### config.mk
export PLATFORM = sky130hd
export DESIGN_NAME = ltm_mux
export DESIGN_NICKNAME = d
export VERILOG_FILES = /design/src/shared/ltm_pkg.sv /design/src/hw/ltm_mux.sv
export SDC_FILE = /design/constraint.sdc
export NUM_CORES = 1
export LEC_CHECK = 0
export ABC_AREA = 1
export BUFFER_PORTS_ARGS = -buffer_cell sky130_fd_sc_hd__buf_4
export CAP_MARGIN = 20
export CORE_MARGIN = 2
export CORE_UTILIZATION = 45
export CTS_BUF_LIST = sky130_fd_sc_hd__clkbuf_16
export CTS_CLUSTER_DIAMETER = 150
export CTS_CLUSTER_SIZE = 24
export DETAILED_ROUTE_END_ITERATION = 6
export PLACE_DENSITY = 0.71
export SYNTH_ARGS = -nofsm -noshare
export SYNTH_HDL_FRONTEND = slang
export SYNTH_SLANG_ARGS = --single-unit
### constraint.sdc
create_clock -name ref_clk -period 2.4 [get_ports ref_clk]
set_input_delay 0.24 -clock ref_clk [delete_from_list [all_inputs] [get_ports ref_clk]]
set_output_delay 0.24 -clock ref_clk [all_outputs]
set_load 0.02 [all_outputs]
### src/shared/ltm_pkg.sv
// Shared constants and types for the loop group time-division multiplexer.
// Assumes a single 250 MHz reference clock and an AHB-Lite register port.
`default_nettype none
package ltm_pkg;

   // ------------------------------------------------------------
   // Timing
   // ------------------------------------------------------------
   // Reference clock rate and group rates, in kHz and kb/s.
   localparam int LTM_REF_CLK_KHZ = 250000;
   localparam int LTM_GRP_RATE_HI_KBPS = 144;
   localparam int LTM_GRP_RATE_LO_KBPS = 72;
   // Reference cycles per group bit, rounded down.
   localparam logic [11:0] LTM_DIV_HI = 12'(LTM_REF_CLK_KHZ / LTM_GRP_RATE_HI_KBPS);
   localparam logic [11:0] LTM_DIV_LO = 12'(LTM_REF_CLK_KHZ / LTM_GRP_RATE_LO_KBPS);

   // ------------------------------------------------------------
   // Frame layout
   // ------------------------------------------------------------
   // Nine slots a frame: eight loop bits then one overhead bit.
   localparam logic [3:0] LTM_SLOT_OVH = 4'h8;
   localparam logic [1:0] LTM_SUB_FRAMING = 2'h0;
   localparam logic [1:0] LTM_SUB_TELEM = 2'h1;

   // ------------------------------------------------------------
   // Registers
   // ------------------------------------------------------------
   localparam logic [7:0] LTM_ADDR_CTRL = 8'h00;
   localparam logic [7:0] LTM_ADDR_STATUS = 8'h04;
   localparam int LTM_CTRL_ENABLE = 0;
   localparam int LTM_CTRL_RATE_HI = 1;
   localparam int LTM_CTRL_EXT_CLK = 2;
   localparam logic [2:0] LTM_CTRL_RESET = 3'h0;
   // The encryption-device resync option is fixed at not equipped.
   localparam logic LTM_CRYPTO_EQUIPPED = 1'b0;

   // Commands from the framing synchronizer, sampled together.
   typedef struct packed {
      logic pattern_alt;
      logic data_zero;
   } ltm_sync_cmd_t;

endpackage
`default_nettype wire

### src/hw/ltm_mux.sv
// Loop group multiplexer and demultiplexer with an AHB-Lite register port.
// Assumes the framing synchronizer and test logic drive synchronous inputs.
`timescale 1ns/100ps
`default_nettype none

module ltm_mux
   import ltm_pkg::*;
(
   // Clock and reset
   input wire logic ref_clk,
   input wire logic reset_n,
   // AHB-Lite slave
   input wire logic hsel,
   input wire logic [7:0] haddr,
   input wire logic [1:0] htrans,
   input wire logic hwrite,
   input wire logic [2:0] hsize,
   input wire logic [31:0] hwdata,
   input wire logic hready,
   output logic hreadyout,
   output logic hresp,
   output logic [31:0] hrdata,
   // External group clock tick, one cycle per group bit
   input wire logic grp_ext_tick,
   // Loop side
   input wire logic [3:0] loop_tx_data,
   output logic [3:0] loop_tx_take,
   output logic [3:0] loop_rx_data,
   output logic [3:0] loop_rx_stb,
   // Group side
   output logic grp_tx_data,
   output logic grp_tx_stb,
   input wire logic grp_rx_data,
   input wire logic grp_rx_frame_ref,
   // Framing synchronizer commands, with no frame search inhibit.
   input wire ltm_sync_cmd_t sync_cmd,
   // Telemetry and test logic
   input wire logic telem_tx_in,
   input wire logic test_loop_gate,
   input wire logic test_summary_err,
   output logic telem_rx_out,
   output logic [3:0] ovh_rx_data
);

   // ------------------------------------------------------------
   // Helpers
   // ------------------------------------------------------------
   // True when the slot number is the overhead slot.
   function automatic logic is_ovh(input logic [3:0] slot);
      is_ovh = (slot == LTM_SLOT_OVH);
   endfunction

   // Next slot number modulo nine.
   function automatic logic [3:0] next_slot(input logic [3:0] slot);
      next_slot = is_ovh(slot) ? 4'h0 : 4'(slot + 4'h1);
   endfunction

   logic [2:0] ctrl_ff;
   logic [11:0] div_ff;
   logic bit_tick;
   logic [3:0] tx_slot_ff;
   logic [1:0] tx_sub_ff;
   logic fr_phase_ff;
   ltm_sync_cmd_t cmd_ff;
   logic grp_tx_data_ff;
   logic grp_tx_stb_ff;
   logic [3:0] loop_tx_take_ff;
   logic telem_tx_bit_ff;
   logic [3:0] rx_slot_ff;
   logic [1:0] rx_sub_ff;
   logic [3:0] rx_cur_slot;
   logic [1:0] rx_cur_sub;
   logic [3:0] loop_rx_data_ff;
   logic [3:0] loop_rx_stb_ff;
   logic [3:0] ovh_rx_data_ff;
   logic telem_rx_out_ff;
   logic nxt_tx_bit;
   logic telem_src;
   logic ap_valid_ff;
   logic ap_write_ff;
   logic [7:0] ap_addr_ff;
   logic [31:0] hrdata_ff;

   // ------------------------------------------------------------
   // Register port
   // ------------------------------------------------------------
   // The slave never stalls and always answers OKAY.
   assign hreadyout = 1'b1;
   assign hresp = 1'b0;
   assign hrdata = hrdata_ff;

   // Captures the address phase of a transfer.
   always_ff @(posedge ref_clk or negedge reset_n) begin
      if (!reset_n) begin
         ap_valid_ff <= 1'b0;
         ap_write_ff <= 1'b0;
         ap_addr_ff <= 8'h00;
      end else if (hready) begin
         ap_valid_ff <= hsel && htrans[1];
         ap_write_ff <= hwrite;
         ap_addr_ff <= haddr;
      end
   end

   // Read data is prepared in the address phase; unmapped offsets read zero.
   always_ff @(posedge ref_clk or negedge reset_n) begin
      if (!reset_n) begin
         hrdata_ff <= 32'h0000_0000;
      end else if (hready && hsel && htrans[1] && !hwrite) begin
         unique case (haddr)
            LTM_ADDR_CTRL: hrdata_ff <= {29'h0000_0000, ctrl_ff};
            LTM_ADDR_STATUS: hrdata_ff <= {17'h0_0000, LTM_CRYPTO_EQUIPPED,
                                           cmd_ff, rx_sub_ff, rx_slot_ff, tx_sub_ff, tx_slot_ff};
            default: hrdata_ff <= 32'h0000_0000;
         endcase
      end
   end

   // Control register: enable, rate family and clock source.
   always_ff @(posedge ref_clk or negedge reset_n) begin
      if (!reset_n) begin
         ctrl_ff <= LTM_CTRL_RESET;
      end else if (ap_valid_ff && ap_write_ff && ap_addr_ff == LTM_ADDR_CTRL) begin
         ctrl_ff <= hwdata[2:0];
      end
   end

   // ------------------------------------------------------------
   // Group bit timing
   // ------------------------------------------------------------
   // Divides the reference clock to the 72 or 144 kb/s group rate.
   always_ff @(posedge ref_clk or negedge reset_n) begin
      if (!reset_n) begin
         div_ff <= 12'h000;
      end else if (!ctrl_ff[LTM_CTRL_ENABLE] || div_ff == 12'h000) begin
         div_ff <= 12'((ctrl_ff[LTM_CTRL_RATE_HI] ? LTM_DIV_HI : LTM_DIV_LO) - 12'h001);
      end else begin
         div_ff <= 12'(div_ff - 12'h001);
      end
   end

   // External ticks already arrive at the group rate.
   assign bit_tick = ctrl_ff[LTM_CTRL_ENABLE] &&
                     (ctrl_ff[LTM_CTRL_EXT_CLK] ? grp_ext_tick : div_ff == 12'h000);

   // ------------------------------------------------------------
   // Transmit sequencer
   // ------------------------------------------------------------
   // Nine-slot counter and overhead subchannel rotation.
   always_ff @(posedge ref_clk or negedge reset_n) begin
      if (!reset_n) begin
         tx_slot_ff <= 4'h0;
         tx_sub_ff <= 2'h0;
      end else if (bit_tick) begin
         tx_slot_ff <= next_slot(tx_slot_ff);
         if (is_ovh(tx_slot_ff)) begin
            tx_sub_ff <= 2'(tx_sub_ff + 2'h1);
         end
      end
   end

   // Commands are sampled each group bit so a slot never changes mid-bit.
   always_ff @(posedge ref_clk or negedge reset_n) begin
      if (!reset_n) begin
         cmd_ff <= '0;
      end else if (bit_tick) begin
         cmd_ff <= sync_cmd;
      end
   end

   // Framing phase toggles on every framing bit sent.
   always_ff @(posedge ref_clk or negedge reset_n) begin
      if (!reset_n) begin
         fr_phase_ff <= 1'b1;
      end else if (bit_tick && is_ovh(tx_slot_ff) && tx_sub_ff == LTM_SUB_FRAMING) begin
         fr_phase_ff <= !fr_phase_ff;
      end
   end

   // Test error replaces telemetry with zeros at the subchannel mux.
   assign telem_src = test_summary_err ? 1'b0 : telem_tx_in;

   // Loop mux and subchannel mux; the third mux has no inputs in use.
   always_comb begin
      nxt_tx_bit = 1'b0;
      if (!is_ovh(tx_slot_ff)) begin
         nxt_tx_bit = cmd_ff.data_zero ? 1'b0 : loop_tx_data[tx_slot_ff[1:0]];
      end else begin
         unique case (tx_sub_ff)
            2'h0: nxt_tx_bit = cmd_ff.pattern_alt ? fr_phase_ff : 1'b1;
            2'h1: nxt_tx_bit = telem_src;
            2'h2, 2'h3: nxt_tx_bit = 1'b1;
         endcase
      end
   end

   // Group output bit, its strobe and the loop take pulses.
   always_ff @(posedge ref_clk or negedge reset_n) begin
      if (!reset_n) begin
         grp_tx_data_ff <= 1'b1;
         grp_tx_stb_ff <= 1'b0;
         loop_tx_take_ff <= 4'h0;
      end else begin
         grp_tx_stb_ff <= bit_tick;
         loop_tx_take_ff <= 4'h0;
         if (bit_tick) begin
            grp_tx_data_ff <= nxt_tx_bit;
            if (!is_ovh(tx_slot_ff)) begin
               loop_tx_take_ff <= 4'(4'h1 << tx_slot_ff[1:0]);
            end
         end
      end
   end

   // Holds the last telemetry bit sent, for the loopback gate.
   always_ff @(posedge ref_clk or negedge reset_n) begin
      if (!reset_n) begin
         telem_tx_bit_ff <= 1'b0;
      end else if (bit_tick && is_ovh(tx_slot_ff) && tx_sub_ff == LTM_SUB_TELEM) begin
         telem_tx_bit_ff <= telem_src;
      end
   end

   assign grp_tx_data = grp_tx_data_ff;
   assign grp_tx_stb = grp_tx_stb_ff;
   assign loop_tx_take = loop_tx_take_ff;

   // ------------------------------------------------------------
   // Receive frame regenerator
   // ------------------------------------------------------------
   // A frame reference forces the current bit to slot zero, subchannel zero.
   assign rx_cur_slot = grp_rx_frame_ref ? 4'h0 : rx_slot_ff;
   assign rx_cur_sub = grp_rx_frame_ref ? 2'h0 : rx_sub_ff;

   // Regenerated slot and subchannel counters, phased by the reference.
   always_ff @(posedge ref_clk or negedge reset_n) begin
      if (!reset_n) begin
         rx_slot_ff <= 4'h0;
         rx_sub_ff <= 2'h0;
      end else if (bit_tick) begin
         rx_slot_ff <= next_slot(rx_cur_slot);
         rx_sub_ff <= is_ovh(rx_cur_slot) ? 2'(rx_cur_sub + 2'h1) : rx_cur_sub;
      end
   end

   // ------------------------------------------------------------
   // Receive demultiplexer
   // ------------------------------------------------------------
   // Loop bits and overhead subchannel bits go to their own outputs.
   always_ff @(posedge ref_clk or negedge reset_n) begin
      if (!reset_n) begin
         loop_rx_data_ff <= 4'h0;
         loop_rx_stb_ff <= 4'h0;
         ovh_rx_data_ff <= 4'hF;
      end else begin
         loop_rx_stb_ff <= 4'h0;
         if (bit_tick && !is_ovh(rx_cur_slot)) begin
            loop_rx_data_ff[rx_cur_slot[1:0]] <= grp_rx_data;
            loop_rx_stb_ff <= 4'(4'h1 << rx_cur_slot[1:0]);
         end else if (bit_tick) begin
            ovh_rx_data_ff[rx_cur_sub] <= grp_rx_data;
         end
      end
   end

   // Telemetry output: received bit, looped-back bit, or zeros on error.
   always_ff @(posedge ref_clk or negedge reset_n) begin
      if (!reset_n) begin
         telem_rx_out_ff <= 1'b0;
      end else if (bit_tick && is_ovh(rx_cur_slot) && rx_cur_sub == LTM_SUB_TELEM) begin
         if (test_summary_err) begin
            telem_rx_out_ff <= 1'b0;
         end else begin
            telem_rx_out_ff <= test_loop_gate ? telem_tx_bit_ff : grp_rx_data;
         end
      end
   end

   assign loop_rx_data = loop_rx_data_ff;
   assign loop_rx_stb = loop_rx_stb_ff;
   assign ovh_rx_data = ovh_rx_data_ff;
   assign telem_rx_out = telem_rx_out_ff;
endmodule

`default_nettype wire

======== Word-level counts from Yosys, hierarchy flattened ========
Index checks and enable logic that the tools add are counted.
cells by class
  multiplexer cells ....................... 27
  shift-type cells ........................ 2
  eq/ne operators ......................... 7
  bitwise gates (word level) .............. 1
  magnitude comparators ................... 5
  add/subtract/negate cells ............... 6
  reduce and logical (&&, ||, !) cells .... 27
operator list
  kind                   count
  $pmux 14 s2            1
  $mux 12                2
  $mux 4                 6
  $sub 12x1->12 const B  2
  $logic_not 8->1        2
  $logic_and 1x1->1      15
  $logic_not 12->1       1
  $mux 1                 10
  $lt 2x3->1 const B     3
  $add 4x1->4 const B    2
  $bwmux 4               2
  $eq 4x4->1 const B     2
  $eq 8x3->1 const B     1
  $shl 1x2->4 const A    2
  $add 2x1->2 const B    2
  $demux 1 s2            2
  $eq 2x1->1 const B     2
  $eq 2x2->1 const B     2
  $ge 2x1->1 const B     2
  $logic_not 1->1        4
  $mux 2                 2
  $reduce_and 2->1       2
  $pmux 1 s3             1
  $bmux 1 s2             1
  4 further kinds        4
storage, ports and cells
  input bits .............................. 62
  output and inout port bits .............. 53
  flip-flop bits (word level) ............. 92

======== Logic depth before layout (Yosys ltp) ========
  depth after elaboration ................. 6
  mapped depth ............................ 12
  gate-level depth less buffers ........... 12

======== Worst setup path after synthesis ========
Ideal clock, no wire load.
  path kind ............................... register -> register
  start ................................... register div_ff[9]
  end ..................................... register div_ff[4]
  data required time ...................... 2.277 ns
  stages on the path, launching flop included .. 12
  data arrival time ....................... 1.566 ns
  setup slack ............................. 0.711 ns
  cell sequence ........................... dfrtp_1 nor2_2 nand2_1 nor2_4 nand2_4 nand2_4 inv_1 nand2_1 ha_1 clkbuf_2 nand4_1 xnor2_1
between the ends
  word-level cells in the longest chain between the ends .. 3
ends and longest elaborated chain
  element                 line            source
  start, declared         ltm_mux.sv:59   logic [11:0] div_ff;
  start signal, assigned  ltm_mux.sv:136  div_ff <= 12'((ctrl_ff[LTM_CTRL_RATE_HI] ? LTM_DIV_HI : LTM_DIV_LO) - 12'h001);
  start signal, assigned  ltm_mux.sv:138  div_ff <= 12'(div_ff - 12'h001);
  $logic_not 12->1        ltm_mux.sv:135  end else if (!ctrl_ff[LTM_CTRL_ENABLE] || div_ff == 12'h000) begin
  $logic_or 1x1->1        ltm_mux.sv:135
  $mux 12                 ltm_mux.sv:135
Every way passes these cells.
A chain may end at the register's enable or synchronous reset.

======== Worst setup path in the final report ========
Ends and elaborated chain as after synthesis.

==> run metrics <==
status=complete, no violations; Inst Count DP=562; CP max FO=10; Tightest Pin Transition=912 ps; DP Wirelength=5.20 mm; Iter 0 DRT Violations=98; ys async rst share=100%; largest net degree at the start of global routing=75; antenna-violating nets left=0; clock latency on the worst-skew pair=330 ps; Critical Path Stages=10; routability cong.=0.811; fmax=510 MHz; worst hold path class=input pin to async pin; crit share post-route=81.8%; Via density=4.73; synth unique cells=40; P&R area growth vs syn=19.7%; Root Driver=clkbuf_16; post_cts resized=0; busiest grt layer=met2; r2r startpoint=div_ff[9]$_DFF_PN0_; Worst setup SP type=flip-flop; Arrival @ worst endpoint=2180 ps; Final setup viols=0; share of the synthesized area in the top cell type=44.8%; final routed DRC violation total=0; Fin. Hold Viols=0; maxcap violations=0; maximum VDD drop=0.520 mV; yosys warns=0; EDFF count, synth=0; critical-path cell list=nor2_2 > nand2_1 > nor2_4 > nand2_4 > nand2_4 > inv_1 > nand2_1 > ha_1 > nand4_1 > xnor2_1; first-pass GRT wire length=12.1 mm; Crit. End Element=flip-flop; CP max stage cell=dfrtp_1; GR Util met2=28.8%; Nets=549; post-synthesis area per instance=9.36 um^2; CTS clk-pin slew, worst paths=60 ps; Initial Utilization=46.3%; initial antenna violation count=0; reg2reg end=div_ff[4]$_DFF_PN0_; Num CTS Buffers=9; Clock Tree Buf Depth=2; Synth Cell Area=0.00380 mm^2; met3 track demand over resource=4.78%; cts hold-fix bufs=0; met1 usage=21.3%; Critical Path RT=2610 ps; All-Layer GR Usage=17.0%; CP startpoint=div_ff[9]$_DFF_PN0_; CTS tree=done; TritonRoute pass-1 iters=4; Slew headroom=39.2%; Final WS setup=438 ps; worst reg-to-reg setup slack=440 ps; Top delay family on crit path=simple AND/OR/NAND/NOR gates; crit-path max cell delay=410 ps; min Tclk post-route=1960 ps; core area=0.00822 mm^2; Core Rows=33; CTS sink count=74; I/O pins=115; Routed wire per std cell=12.4 um; RSZ-0062 raised after global routing=no; Primary FF master, synth=dfrtp_1; WHS=42.5 ps; Setup Skew=6.43 ps; fraction of layout cells with a size suffix above 1=23.9%; Crit Path Class=flip-flop to flip-flop; area leader, netlist=dfrtp_1; port bufs=61; setup bufs post-CTS=0; worst reg2reg path depth=10; worst setup path end=div_ff[4]$_DFF_PN0_; Post-Layout Cell Count=578; synth top area cells=dfrtp_1, nand2_1, ha_1, inv_1, o21ai_0; Post-Route WL=7.16 mm; # diodes=0; Setup TNS=0 ps; chip height=95.9 um; Via Count=2735; vias in the first global route=2731; total power=4.18 mW; CTS HTree Levels=3; FF+latch count, synth=74; Die X=95.9 um; Setup WS pre-CTS=441 ps; Power Dens Cells=919 mW/mm^2; gr ovfl total=0; Final Max Tran Viols=0; Leakage=2.25 nW; WP buf/inv=1; synthesized instance count=406; die area=0.00920 mm^2; layout filler cell count=717; Seq/Total Area, Yosys=48.9%
cell usage in the layout, fill, tap and decap left out, types with 5 or more instances in the layout:
cell       count
ha_1          19
clkbuf_16      9
nand2_1       67
dfstp_2        6
mux2_2         5
buf_4         61
nor2_1        28
nand3_1       18
nor2_4         8
dfrtp_1       68
o21ai_0       32
xor2_1         7
nand4_1        5
conb_1        20
inv_1         56
o21a_1         6
a21oi_1        7
cells by family (layout without fill, tap and decap cells):
kind of cell / Yosys count / count (layout) / synth area share, %
AO/OA/AOI/OAI: 62 / 62 / 9.35
AND/OR/NAND/NOR: 147 / 147 / 20.3
XOR/XNOR: 10 / 10 / 2.30
multiplexers: 5 / 5 / 1.48
flip-flops: 74 / 74 / 48.9
adder cells (fa/ha/maj): 19 / 19 / 6.25
buffers and inverters: 87 / 136 / 11.2
other: 2 / 20 / 0.198
worst reg2reg max path, delay by kind of cell (launching register included):
| family | cells | cell delay (ps) |
|---|---|---|
| buffers and inverters | 1 | 90 |
| xor gates and xnor gates | 1 | 150 |
| and+or+nand+nor | 7 | 850 |
| DFF | 1 | 410 |
| adders and majority gates | 1 | 350 |
metrics by stage:
stage	util, %	instance area [um^2]
floorplan	-	3870
global placement	51.8	4260
detailed placement	51.8	4260
CTS	55.4	4550
global route	55.4	4550
finish	55.4	4550
state kept, by name (all words and copies together) (netlist names), 2 cells and up:
signal,cells
loop_tx_take,4
ctrl_ff,3
rx_sub_ff,2
tx_sub_ff,2
div_ff,12
ovh_rx_data,4
cmd_ff,2
rx_slot_ff,4
loop_rx_data,4
tx_slot_ff,4
hrdata,14
ap_addr_ff,8
loop_rx_stb,4
per-layer routing:
metal	up-vias	part of all wire, %
met4	0	0.54
li1	1383	-
met2	55	50
met1	1290	44
met3	7	4.9
met5	-	0
where the power goes:
part	total [mW]	switching, mW	internal [mW]
Combinational	1.16	0.712	0.444
Clock	1.32	0.514	0.803
Sequential	1.71	0.184	1.53
cells in the mapped netlist (4+ instances only):
cell,instances
nand2_1,67
buf_4,20
o21ai_1,4
a21oi_1,7
mux2_2,5
nand3_1,18
xor2_1,7
inv_1,56
nand2_4,4
nor4_1,4
o22ai_1,4
nor2_4,8
o21ai_0,32
nor2_1,28
o21a_1,6
dfstp_2,6
dfrtp_1,68
nand4_1,5
ha_1,19
area by class of cell:
type	instances	area (um^2)	share of cell area (%)
tap	105	131	2.89
clock inverter	7	67.6	1.48
clock buffer	9	225	4.95
inverter	59	226	4.98
sequential	74	1860	40.9
multi-input combinational	263	1580	34.8
timing repair buffer	61	458	10.1
how the worst min path moves through the flow:
stage	startpoint	to	slack, ps	cells past startpoint
floorplan	reset_n	ap_addr_ff[0]$_DFFE_PN0P_	-60	0
global placement	reset_n	loop_rx_data[2]$_DFFE_PN0P_	440	1
detailed placement	reset_n	loop_rx_data[1]$_DFFE_PN0P_	440	1
CTS	reset_n	loop_rx_data[1]$_DFFE_PN0P_	80	1
global route	sync_cmd[1]	cmd_ff[1]$_DFFE_PN0P_	120	3
finish	reset_n	loop_rx_data[1]$_DFFE_PN0P_	40	1
(Power assumes the default switching activity.)
